--- config.mk ---
export PLATFORM = sky130hd
export DESIGN_NAME = tsp_regs
export DESIGN_NICKNAME = d
export VERILOG_FILES = /design/src/logic/tsp_pkg.sv /design/src/logic/tsp_regs.sv
export SDC_FILE = /design/constraint.sdc
export NUM_CORES = 2
export LEC_CHECK = 0
export ABC_AREA = 1
export BUFFER_PORTS_ARGS = -buffer_cell sky130_fd_sc_hd__buf_2
export CAP_MARGIN = 15
export CELL_PAD_IN_SITES_DETAIL_PLACEMENT = 0
export CELL_PAD_IN_SITES_GLOBAL_PLACEMENT = 1
export CORE_ASPECT_RATIO = 0.7
export CORE_MARGIN = 1
export CORE_UTILIZATION = 51
export DETAILED_ROUTE_END_ITERATION = 10
export PLACE_DENSITY = 0.87
export SLEW_MARGIN = 5
export SYNTH_ARGS = -nofsm -noshare
export SYNTH_HDL_FRONTEND = slang
export SYNTH_SLANG_ARGS = --single-unit
--- constraint.sdc ---
create_clock -name i_clk_sys -period 9.4 [get_ports i_clk_sys]
set_input_delay 1.88 -clock i_clk_sys [delete_from_list [all_inputs] [get_ports i_clk_sys]]
set_output_delay 1.88 -clock i_clk_sys [all_outputs]
set_load 0.005 [all_outputs]
--- src/logic/tsp_pkg.sv ---
// Package for the pulse output, pin capture and port-1 receive register block
package tsp_pkg;
  // Register offsets
  localparam logic [7:0] OFS_HIGH_PERIOD = 8'h85;
  localparam logic [7:0] OFS_LOW_PERIOD = 8'h86;
  localparam logic [7:0] OFS_QUANT_CORR = 8'h87;
  localparam logic [7:0] OFS_START_TIME = 8'h88;
  localparam logic [7:0] OFS_CAPT_LOW = 8'h89;
  localparam logic [7:0] OFS_CAPT_HIGH = 8'h8a;
  localparam logic [7:0] OFS_CAPT_FREERUN = 8'h8b;
  localparam logic [7:0] OFS_RX_HEAD_SIZE = 8'h90;
  localparam logic [7:0] OFS_RX_FIFO_DATA = 8'h91;
  localparam logic [7:0] OFS_RX_FRAMES = 8'ha0;
  localparam logic [7:0] OFS_RX_BCAST = 8'ha1;
  localparam logic [7:0] OFS_RX_MCAST = 8'ha2;
  localparam logic [7:0] OFS_RX_UCAST = 8'ha3;
  // Field layout and reset values
  localparam int QCORR_W = 8;
  localparam int SIZE_W = 11;
  localparam logic [31:0] RST_WORD = 32'h0000_0000;
  // Time base: 120 MHz tick derived from the 125 MHz system clock
  localparam int SYS_CLK_MHZ = 125;
  localparam int TC_CLK_MHZ = 120;
  localparam logic [7:0] DIV_INC = 8'(TC_CLK_MHZ);
  localparam logic [7:0] DIV_MOD = 8'(SYS_CLK_MHZ);
  localparam logic [31:0] TICK_NS = 32'h0000_0010;
  localparam int FIFO_DEPTH = 8;
  // Register access request
  typedef struct packed {
    logic wr;
    logic rd;
    logic [7:0] addr;
    logic [31:0] wdata;
  } tsp_reg_req_t;
  // One receive FIFO entry
  typedef struct packed {
    logic [SIZE_W-1:0] size;
    logic last;
    logic [31:0] data;
  } tsp_rx_word_t;
  // Per-frame statistics event
  typedef struct packed {
    logic done;
    logic bcast;
    logic mcast;
    logic ucast;
  } tsp_rx_stat_t;
  typedef enum logic [1:0] {ST_IDLE, ST_ARMED, ST_HIGH, ST_LOW} tsp_pulse_st_t;
endpackage

--- src/logic/tsp_regs.sv ---
// Receive FIFO and the pulse, capture and port-1 receive register block
//
// Contract
// Time counters pace at 120 MHz, adding 16 ns per tick.
// Host writes high period as multiple of 16, at least 16.
// Host writes low period as multiple of 16, at least 16.
// Correction 0..15 stretches each phase to trim period error.
// Start-time write arms output; it begins when time reaches value.
// Host writes start time of at least 16.
// Stop halts toggling and returns pin to idle level.
// Capture pin edge latches 64-bit time, low and high halves.
// Same edge latches free-running counter.
// Size field reports head frame length in bytes.
// Host reads size register before frame data.
// Data read returns and pops head FIFO word.
// Bytes packed big-endian, first byte in top bits.
// After frame end, no data until size read again.
// Data register serves FIFO only in generic SPI mode.
// Successive data reads pop successive words.
// Frame counter counts every received frame.
// Broadcast counter counts every broadcast frame.
// Multicast counter counts every multicast frame.
// Unicast counter counts unicast frames.
// Stop control is a self-clearing strobe.
// Idle level write acts only while output is not running. Code takes it only in ST_IDLE, not in ST_ARMED.
// Enable low freezes time counters without clearing.
// Statistics counters wrap and keep value on read.
// Running output alternates high and low for programmed periods.
`timescale 1ns/1ps
module tsp_fifo #(
  parameter int W = 44,
  parameter int D = 8
) (
  input wire logic i_clk_sys,
  input wire logic i_rst_n,
  input wire logic i_in_valid,
  output logic o_in_ready,
  input wire logic [W-1:0] i_in_data,
  output logic o_out_valid,
  input wire logic i_out_ready,
  output logic [W-1:0] o_out_data
);
  localparam int AW = $clog2(D);
  typedef struct packed {
    logic [D-1:0][W-1:0] mem;
    logic [AW:0] wp;
    logic [AW:0] rp;
  } tsp_fifo_st_t;
  tsp_fifo_st_t st_q, st_d;
  logic full, empty;

  // Full and empty from pointer wrap bits
  assign empty = (st_q.wp == st_q.rp);
  assign full = (st_q.wp[AW-1:0] == st_q.rp[AW-1:0]) && (st_q.wp[AW] != st_q.rp[AW]);
  assign o_in_ready = !full;
  assign o_out_valid = !empty;
  assign o_out_data = st_q.mem[st_q.rp[AW-1:0]];

  // Pointer and storage update
  always_comb begin
    st_d = st_q;
    if (i_in_valid && !full) begin
      st_d.mem[st_q.wp[AW-1:0]] = i_in_data;
      st_d.wp = st_q.wp + 1'b1;
    end
    if (i_out_ready && !empty) begin
      st_d.rp = st_q.rp + 1'b1;
    end
  end

  always_ff @(posedge i_clk_sys or negedge i_rst_n) begin
    if (!i_rst_n) begin
      st_q <= '0;
    end else begin
      st_q <= st_d;
    end
  end
endmodule

module tsp_regs
  import tsp_pkg::*;
(
  input wire logic i_clk_sys,
  input wire logic i_rst_n,
  input wire tsp_reg_req_t i_reg,
  output logic [31:0] o_reg_rdata,
  input wire logic i_time_counter_enable,
  input wire logic i_pulse_stop_control,
  input wire logic i_pulse_idle_level_wr,
  input wire logic i_pulse_idle_level,
  input wire logic i_generic_spi_mode,
  input wire logic i_capture_input_pin,
  output logic o_pulse_timer_output,
  input wire logic i_rx_valid,
  output logic o_rx_ready,
  input wire tsp_rx_word_t i_rx_word,
  input wire tsp_rx_stat_t i_rx_stat
);
  typedef struct packed {
    logic [7:0] div;
    logic [63:0] time_ns;
    logic [31:0] freerun;
    logic [31:0] high_period;
    logic [31:0] low_period;
    logic [QCORR_W-1:0] quant_corr;
    logic [31:0] start_time;
    logic [63:0] captured_time;
    logic [31:0] captured_freerun;
    logic pin_prev;
    tsp_pulse_st_t pst;
    logic [31:0] phase;
    logic idle_level;
    logic pin_out;
    logic gate;
    logic [31:0] rdata;
    logic [31:0] cnt_frames;
    logic [31:0] cnt_bcast;
    logic [31:0] cnt_mcast;
    logic [31:0] cnt_ucast;
  } tsp_regs_st_t;
  tsp_regs_st_t st_q, st_d;

  logic tick;
  logic run;
  logic [8:0] div_sum;
  logic [31:0] phase_next;
  logic [31:0] phase_target;
  logic head_valid;
  tsp_rx_word_t head;
  logic pop;
  logic capture;

  // Receive FIFO between MAC side and register readout
  tsp_fifo #(
    .W($bits(tsp_rx_word_t)),
    .D(FIFO_DEPTH)
  ) u_fifo (
    .i_clk_sys(i_clk_sys),
    .i_rst_n(i_rst_n),
    .i_in_valid(i_rx_valid),
    .o_in_ready(o_rx_ready),
    .i_in_data(i_rx_word),
    .o_out_valid(head_valid),
    .i_out_ready(pop),
    .o_out_data(head)
  );

  // Fractional divider for the 120 MHz time tick
  assign div_sum = {1'b0, st_q.div} + {1'b0, DIV_INC};
  assign tick = (div_sum >= {1'b0, DIV_MOD});
  assign run = tick && i_time_counter_enable;
  assign phase_next = st_q.phase + TICK_NS;
  assign capture = i_capture_input_pin && !st_q.pin_prev;
  // Pop only for an opened frame in generic mode
  assign pop = i_reg.rd && (i_reg.addr == OFS_RX_FIFO_DATA) && i_generic_spi_mode
               && st_q.gate && head_valid;

  // Phase length including quantisation correction
  always_comb begin
    if (st_q.pst == ST_HIGH) begin
      phase_target = st_q.high_period + 32'(st_q.quant_corr);
    end else begin
      phase_target = st_q.low_period + 32'(st_q.quant_corr);
    end
  end

  // Next state of the whole block
  always_comb begin
    st_d = st_q;
    // Time base
    if (tick) begin
      st_d.div = 8'(div_sum - {1'b0, DIV_MOD});
    end else begin
      st_d.div = div_sum[7:0];
    end
    if (run) begin
      st_d.time_ns = st_q.time_ns + 64'(TICK_NS);
      st_d.freerun = st_q.freerun + 32'h0000_0001;
    end
    // Pin capture
    st_d.pin_prev = i_capture_input_pin;
    if (capture) begin
      st_d.captured_time = st_q.time_ns;
      st_d.captured_freerun = st_q.freerun;
    end
    // Register writes
    if (i_reg.wr) begin
      if (i_reg.addr == OFS_HIGH_PERIOD) begin
        st_d.high_period = i_reg.wdata;
      end else if (i_reg.addr == OFS_LOW_PERIOD) begin
        st_d.low_period = i_reg.wdata;
      end else if (i_reg.addr == OFS_QUANT_CORR) begin
        st_d.quant_corr = i_reg.wdata[QCORR_W-1:0];
      end else if (i_reg.addr == OFS_START_TIME) begin
        st_d.start_time = i_reg.wdata;
      end
    end
    // Pulse output sequencer
    case (st_q.pst)
      ST_IDLE: begin
        if (i_pulse_idle_level_wr) begin
          st_d.idle_level = i_pulse_idle_level;
        end
      end
      ST_ARMED: begin
        if (run && (st_q.time_ns[31:0] >= st_q.start_time)) begin
          st_d.pst = ST_HIGH;
          st_d.phase = RST_WORD;
        end
      end
      ST_HIGH: begin
        if (run) begin
          st_d.phase = phase_next;
          if (phase_next >= phase_target) begin
            st_d.pst = ST_LOW;
            st_d.phase = RST_WORD;
          end
        end
      end
      default: begin
        if (run) begin
          st_d.phase = phase_next;
          if (phase_next >= phase_target) begin
            st_d.pst = ST_HIGH;
            st_d.phase = RST_WORD;
          end
        end
      end
    endcase
    if (i_reg.wr && (i_reg.addr == OFS_START_TIME)) begin
      st_d.pst = ST_ARMED;
      st_d.phase = RST_WORD;
    end
    // Stop strobe is not stored, so it acts only in the cycle it is high
    if (i_pulse_stop_control) begin
      st_d.pst = ST_IDLE;
      st_d.phase = RST_WORD;
    end
    if (st_d.pst == ST_HIGH) begin
      st_d.pin_out = 1'b1;
    end else if (st_d.pst == ST_LOW) begin
      st_d.pin_out = 1'b0;
    end else begin
      st_d.pin_out = st_d.idle_level;
    end
    // Frame gate for the data register
    if (pop && head.last) begin
      st_d.gate = 1'b0;
    end
    if (i_reg.rd && (i_reg.addr == OFS_RX_HEAD_SIZE) && i_generic_spi_mode) begin
      st_d.gate = 1'b1;
    end
    // Statistics counters, wrapping
    if (i_rx_stat.done) begin
      st_d.cnt_frames = st_q.cnt_frames + 32'h0000_0001;
      if (i_rx_stat.bcast) begin
        st_d.cnt_bcast = st_q.cnt_bcast + 32'h0000_0001;
      end
      if (i_rx_stat.mcast) begin
        st_d.cnt_mcast = st_q.cnt_mcast + 32'h0000_0001;
      end
      if (i_rx_stat.ucast) begin
        st_d.cnt_ucast = st_q.cnt_ucast + 32'h0000_0001;
      end
    end
    // Read data, registered
    if (i_reg.rd) begin
      if (i_reg.addr == OFS_HIGH_PERIOD) begin
        st_d.rdata = st_q.high_period;
      end else if (i_reg.addr == OFS_LOW_PERIOD) begin
        st_d.rdata = st_q.low_period;
      end else if (i_reg.addr == OFS_QUANT_CORR) begin
        st_d.rdata = 32'(st_q.quant_corr);
      end else if (i_reg.addr == OFS_START_TIME) begin
        st_d.rdata = st_q.start_time;
      end else if (i_reg.addr == OFS_CAPT_LOW) begin
        st_d.rdata = st_q.captured_time[31:0];
      end else if (i_reg.addr == OFS_CAPT_HIGH) begin
        st_d.rdata = st_q.captured_time[63:32];
      end else if (i_reg.addr == OFS_CAPT_FREERUN) begin
        st_d.rdata = st_q.captured_freerun;
      end else if (i_reg.addr == OFS_RX_HEAD_SIZE) begin
        st_d.rdata = head_valid ? 32'(head.size) : RST_WORD;
      end else if (i_reg.addr == OFS_RX_FIFO_DATA) begin
        st_d.rdata = pop ? head.data : RST_WORD;
      end else if (i_reg.addr == OFS_RX_FRAMES) begin
        st_d.rdata = st_q.cnt_frames;
      end else if (i_reg.addr == OFS_RX_BCAST) begin
        st_d.rdata = st_q.cnt_bcast;
      end else if (i_reg.addr == OFS_RX_MCAST) begin
        st_d.rdata = st_q.cnt_mcast;
      end else if (i_reg.addr == OFS_RX_UCAST) begin
        st_d.rdata = st_q.cnt_ucast;
      end else begin
        st_d.rdata = RST_WORD;
      end
    end
  end

  always_ff @(posedge i_clk_sys or negedge i_rst_n) begin
    if (!i_rst_n) begin
      st_q <= '0;
      st_q.pst <= ST_IDLE;
    end else begin
      st_q <= st_d;
    end
  end

  assign o_reg_rdata = st_q.rdata;
  assign o_pulse_timer_output = st_q.pin_out;
endmodule

# ---- Word-level counts from Yosys, hierarchy flattened
# Index checks and enable logic that the tools add are counted.
dict set report totals {
  input_bits 99
  mem_bits_rw 0
  elab_cells 140
  latch_bits 0
  ff_bits 862
  rom_bits 0
  n_memories 0
}
dict set report op_classes {
  muxes 36
  div_mod_pow 0
  bitwise 3
  magnitude_cmp 6
  addsub 13
  n_mul 0
  eq_ne 23
  reduce_logical 29
  shifts 0
}
# cell count
set ops {}
lappend ops {{two-way mux 32 bit} 15}
lappend ops {{bitwise mux 352 bit} 1}
lappend ops {{two-way mux 34 bit} 7}
lappend ops {{adder 32 x 1 -> 32 bit, second input constant} 5}
lappend ops {{binary-select mux 44 bit (select 3 bit)} 1}
lappend ops {{demux 44 bit (select 3 bit)} 1}
lappend ops {{equality test 8 bit, second input constant} 13}
lappend ops {{case mux 34 bit (3 select lines)} 1}
lappend ops {{two-way mux 44 bit} 2}
lappend ops {{adder 32 x 8 -> 32 bit} 2}
lappend ops {{adder 64 x 5 -> 64 bit, second input constant} 1}
lappend ops {{>= comparator 32 bit} 2}
lappend ops {{adder 32 x 5 -> 32 bit, second input constant} 1}
lappend ops {{logical AND 1 bit} 15}
lappend ops {{two-way mux 11 bit} 1}
lappend ops {{adder 8 x 7 -> 9 bit, second input constant} 1}
lappend ops {{>= comparator 9 x 7 -> 1 bit, second input constant} 1}
lappend ops {{adder 4 x 1 -> 4 bit, second input constant} 2}
lappend ops {{less-than comparator 3 x 4 -> 1 bit, second input constant} 2}
lappend ops {{two-way mux 8 bit} 1}
lappend ops {{AND reduction 2 bit} 4}
lappend ops {{AND reduction 4 bit} 2}
lappend ops {{subtractor 8 x 7 -> 8 bit, second input constant} 1}
lappend ops {{equality test 2 bit, second input constant} 3}
lappend ops {{16 further kinds} 25}

# ---- Longest topological paths before layout
dict set report logic_depth {
  word_depth 15
  ltp_mapped 35
}

# ---- Cells and area by module
# From an unflattened synthesis, not the netlist that was laid out.
dict set report hier_totals {
  hier_cells 6228
  area_unflattened_um2 47586.9
}
# module instances cells_per_inst area_per_inst_um2
set modules_own_cells {}
lappend modules_own_cells {tsp_regs 1 3824 29168.0}
lappend modules_own_cells {tsp_fifo 1 2404 18418.9}

# ---- Worst setup path before layout
# Ideal clock, no wire load.
dict set report synth_path {
  path_kind {reg2reg}
  start {register st_q[196] (netlist name)}
  end {register st_q[170] (netlist name)}
  arrival_ps 3946
  period_less_slack_ps 4076
  required_ps 9269
  stages_incl_launch_ff 28
  slack_ps 5324
  cell_sequence {dfrtp_1 -> nand2_4 -> clkbuf_1 -> buf_1 -> nand2_1 -> nand2_1 -> ha_1 -> fa_1 -> inv_1 -> o31ai_1 -> nand2_1 -> nand2_1 -> nand2_1 -> inv_2 -> nand3_2 -> nor2_2 -> nand3_1 -> xor2_1 -> inv_1 -> ha_1 -> nand2_1 -> nor2_1 -> nand2_1 -> nor2_1 -> nand2_1 -> nand3_1 -> clkbuf_1 -> o22ai_1}
}
dict set report synth_via {
  elab_chain_len 8
  elab_cells_between_ends 17
  classes_between {order compare (1); eq/ne (5); mux (8); reduce/logical (3)}
}
# item line_no
set synth_lines {}
lappend synth_lines {{start, declared} tsp_regs.sv:121} ;# tsp_regs_st_t st_q, st_d;
lappend synth_lines {{start signal, assigned} tsp_regs.sv:305} ;# st_q <= st_d;
lappend synth_lines {{equality test 2 bit} {tsp_regs.sv:160, tsp_regs.sv:199}}
lappend synth_lines {{two-way mux 32 bit} tsp_regs.sv:160} ;# if (st_q.pst == ST_HIGH) begin
lappend synth_lines {{>= comparator 32 bit} {tsp_regs.sv:214, tsp_regs.sv:223}}
lappend synth_lines {{two-way mux 34 bit (on tied branches)} {tsp_regs.sv:223, tsp_regs.sv:214}}
lappend synth_lines {{two-way mux 34 bit (on tied branches)} {tsp_regs.sv:221, tsp_regs.sv:212}}
lappend synth_lines {{case mux 34 bit (3 select lines)} tsp_regs.sv:199} ;# case (st_q.pst)
lappend synth_lines {{two-way mux 34 bit} tsp_regs.sv:230} ;# if (i_reg.wr && (i_reg.addr == OFS_START_TIME)) begin
lappend synth_lines {{two-way mux 34 bit} tsp_regs.sv:235} ;# if (i_pulse_stop_control) begin
# Parallel ways exist; a longest one is shown, timed or not. The select of a mux whose other input is x is not followed.
# A chain may end at the register's enable or synchronous reset.

# ---- Final worst setup path
dict set report layout_path {
  start {register st_q[195] (netlist name)}
  end {register st_q[183] (netlist name)}
}
# The elaborated chain is that of the path after synthesis.

==> metrics <==
status=complete, no violations; root buffer cell=clkbuf_16; post-DP HPWL=93710 µm; max-cap violations=0; top-count cell post-synth=nand2_1; WP data arrival=5.93 ns; worst setup path start=st_q[195]$_DFF_PN0_; flop2flop setup slack=4.00 ns; final hold viol count=0; Worst Reg-to-Reg Cells=27; Die Span Y=248.9 µm; final period utilization=57.43%; syn_nets=5748; drt wl/cell=19.72 µm; fin cells=6779; Post-Synth Simple-Gate Area=23.67%; Total GRT Usage=30.31%; first-pass GRT wire length=207600 µm; largest family of logic cells by synthesized area=simple AND/OR/NAND/NOR gates; Synth top cells by count=nand2_1 (1635), dfrtp_1 (850), o21ai_0 (716); share of synthesized registers carrying an async set or reset=100.0%; Vias=37460; CTS Buffer Depth=3; #FFs+latches synth=850; Area Overhead vs Synth=9.028%; H-tree depth=3; DRT Pass-1 Iters=6; Critical R2R Capture=st_q[183]$_DFFE_PN0P_; Top FF cell, synth=dfrtp_1; Syn Inst Count=5571; DRC viols=0; Fill cells=8091; I/O pin count=133; remaining antenna violation count=0; Core Box Area=86260 µm²; Routed Wire Length=133700 µm; r2r startpoint=st_q[195]$_DFF_PN0_; VDD IR-drop max=0.1623 mV; largest cells by area after synthesis=dfrtp_1 (48%), nand2_1 (14%), o21ai_0 (8.1%); Worst EP required=9.93 ns; DIE AREA=88300 µm²; CTS tree=done; Synth top area share=47.88%; post-synthesis mux area share=0.2789%; crit start category=flip-flop; CP endpoint kind=flip-flop; Final #Nets=5741; placed insts=6624; Initial Utilization=51.50%; Clock transition at path regs=0.06 ns; Post-CTS Setup Inserts=0; Final Util=56.15%; Post-Synth XOR/XNOR Area=5.383%; final setup fails=0; worst-path fanout max=36; Slew HR=20.18%; sequential cell area fraction in the yosys report=47.88%; share of cells above drive strength 1=7.818%; largest net degree at the start of global routing=170; Clock Skew=0.02645 ns; kind of critical path=reg -> reg; number of gates resized after CTS=0; minimum clock period after layout=5.398 ns; port bufs=132; CTS Buf Count=86; total grt overflow=0; P_leak=23.97 nW; vias in the first global route=34240; worst slew pin tran=1.187 ns; # hold bufs at CTS=0; Iter 0 DRT Violations=4369; Syn Area/Cell=7.973 µm²; Slew Limit Fails=0; synth unique cells=55; initial antenna violation count=2; Peak Freq=185.2 MHz; Yosys warnings=0; Die W=354.7 µm; post-route setup slack=4.002 ns; row count=90; worst hold path type=reg -> reg; vias per cell=5.526; WHS=0.4696 ns; mapped cell area=44420 µm²; EDFF count, synth=0; Post-Synth Adder-Cell Area=2.214%; critical path endpoint=st_q[183]$_DFFE_PN0P_; Synth Area in Compound Gates=12.59%; RSZ-0062 raised after global routing=false; GP Congestion=0.9704; cell taking the most area after synthesis=dfrtp_1; pwr dens=219.1 nW/µm²; Total Neg Setup Slack=0 ns; Place WS=4.087 ns; clock sink total=850; worst skew pair latency=0.66 ns
[routing by layer]
layer / global-route usage [%] / share of wire [%]
met4: 5.480 / 1.6
met2: 39.21 / 39
met1: 48.76 / 49
met3: 9.626 / 11
met5: 0 / 0.0067
[metrics by stage]
stage / cell area (µm²) / total power (W)
CTS: 48390 / 0.01064
global route: 48430 / 0.01122
global placement: 45560 / 0.007017
floorplan: 44420 / 0.006490
finish: 48430 / 0.01061
detailed placement: 45560 / 0.007101
[flip-flops by register name (all words and copies together) (netlist names)]
name / count
u_fifo.st_q: 360
o_pulse_timer_output: 1
o_reg_rdata: 32
st_q: 457
[worst max-delay path, stage by stage (launching register included)]
cell and delay (ns):
dfrtp_1 0.40, inv_2 0.10, nand2_4 0.26, inv_4 0.44, nand2_1 0.11, nand2_1 0.08
ha_1 0.18, fa_1 0.20, inv_1 0.06, o31ai_1 0.43, nand2_1 0.10, nand2_1 0.11
nand2_1 0.10, inv_2 0.07, nand3_2 0.14, nor2_2 0.20, nand3_1 0.11, xor2_1 0.16
inv_1 0.06, ha_1 0.27, nand2_1 0.05, nor2_1 0.14, nand2_1 0.09, nor2_1 0.10
nand2_1 0.07, nand3_1 0.72, inv_1 0.23, a22o_1 0.26
[worst min path at each step]
| stage | from | to | slack (ns) | cells past startpoint |
|---|---|---|---|---|
| finish | st_q[240]$_DFFE_PN0P_ | st_q[240]$_DFFE_PN0P_ | 0.47 | 2 |
| global route | st_q[127]$_DFFE_PN0P_ | st_q[127]$_DFFE_PN0P_ | 0.49 | 1 |
| CTS | st_q[245]$_DFFE_PN0P_ | st_q[245]$_DFFE_PN0P_ | 0.47 | 2 |
| detailed placement | st_q[245]$_DFFE_PN0P_ | st_q[245]$_DFFE_PN0P_ | 0.46 | 2 |
| global placement | st_q[240]$_DFFE_PN0P_ | st_q[240]$_DFFE_PN0P_ | 0.45 | 2 |
| floorplan | st_q[240]$_DFFE_PN0P_ | st_q[240]$_DFFE_PN0P_ | 0.43 | 2 |
[power breakdown]
| part | internal, W | switching, W |
|---|---|---|
| Sequential | 0.00454 | 0.000581 |
| Clock | 0.00202 | 0.00151 |
| Combinational | 0.000735 | 0.00122 |
[cells by family after synthesis]
group | count (synthesis)
AOI/OAI and AO/OA | 1044
xor gates and xnor gates | 273
adders and majority gates | 78
buffers and inverters | 844
DFF | 850
muxes | 11
and+or+nand+nor | 2471
[layout by cell type (no fill, tap or decap), types with 22 or more instances in the layout]
master and n:
clkbuf_16 87, buf_4 42, xor2_1 253, dfrtp_1 847
inv_1 551, a21oi_1 178, o21ai_0 716, o21ai_1 22
nand3_1 195, nor3_1 111, nand2_1 1631, nand4_1 71
nor4_1 41, buf_2 131, o22ai_1 42, nor2_1 311
ha_1 77
[area by class of cell]
| type | instances | area, µm² | area share [%] |
|---|---|---|---|
| inverters | 569 | 2150 | 4.438 |
| multi-input cells | 3877 | 19630 | 40.54 |
| flip-flops and latches | 850 | 21280 | 43.93 |
| well taps | 1150 | 1439 | 2.971 |
| repair buffers | 180 | 1106 | 2.284 |
| clock buffers | 123 | 2472 | 5.105 |
| clock inverters | 29 | 351.6 | 0.7260 |
| diodes | 1 | 2.502 | 0.005167 |
No activity file was read; power rests on OpenSTA's default activity.
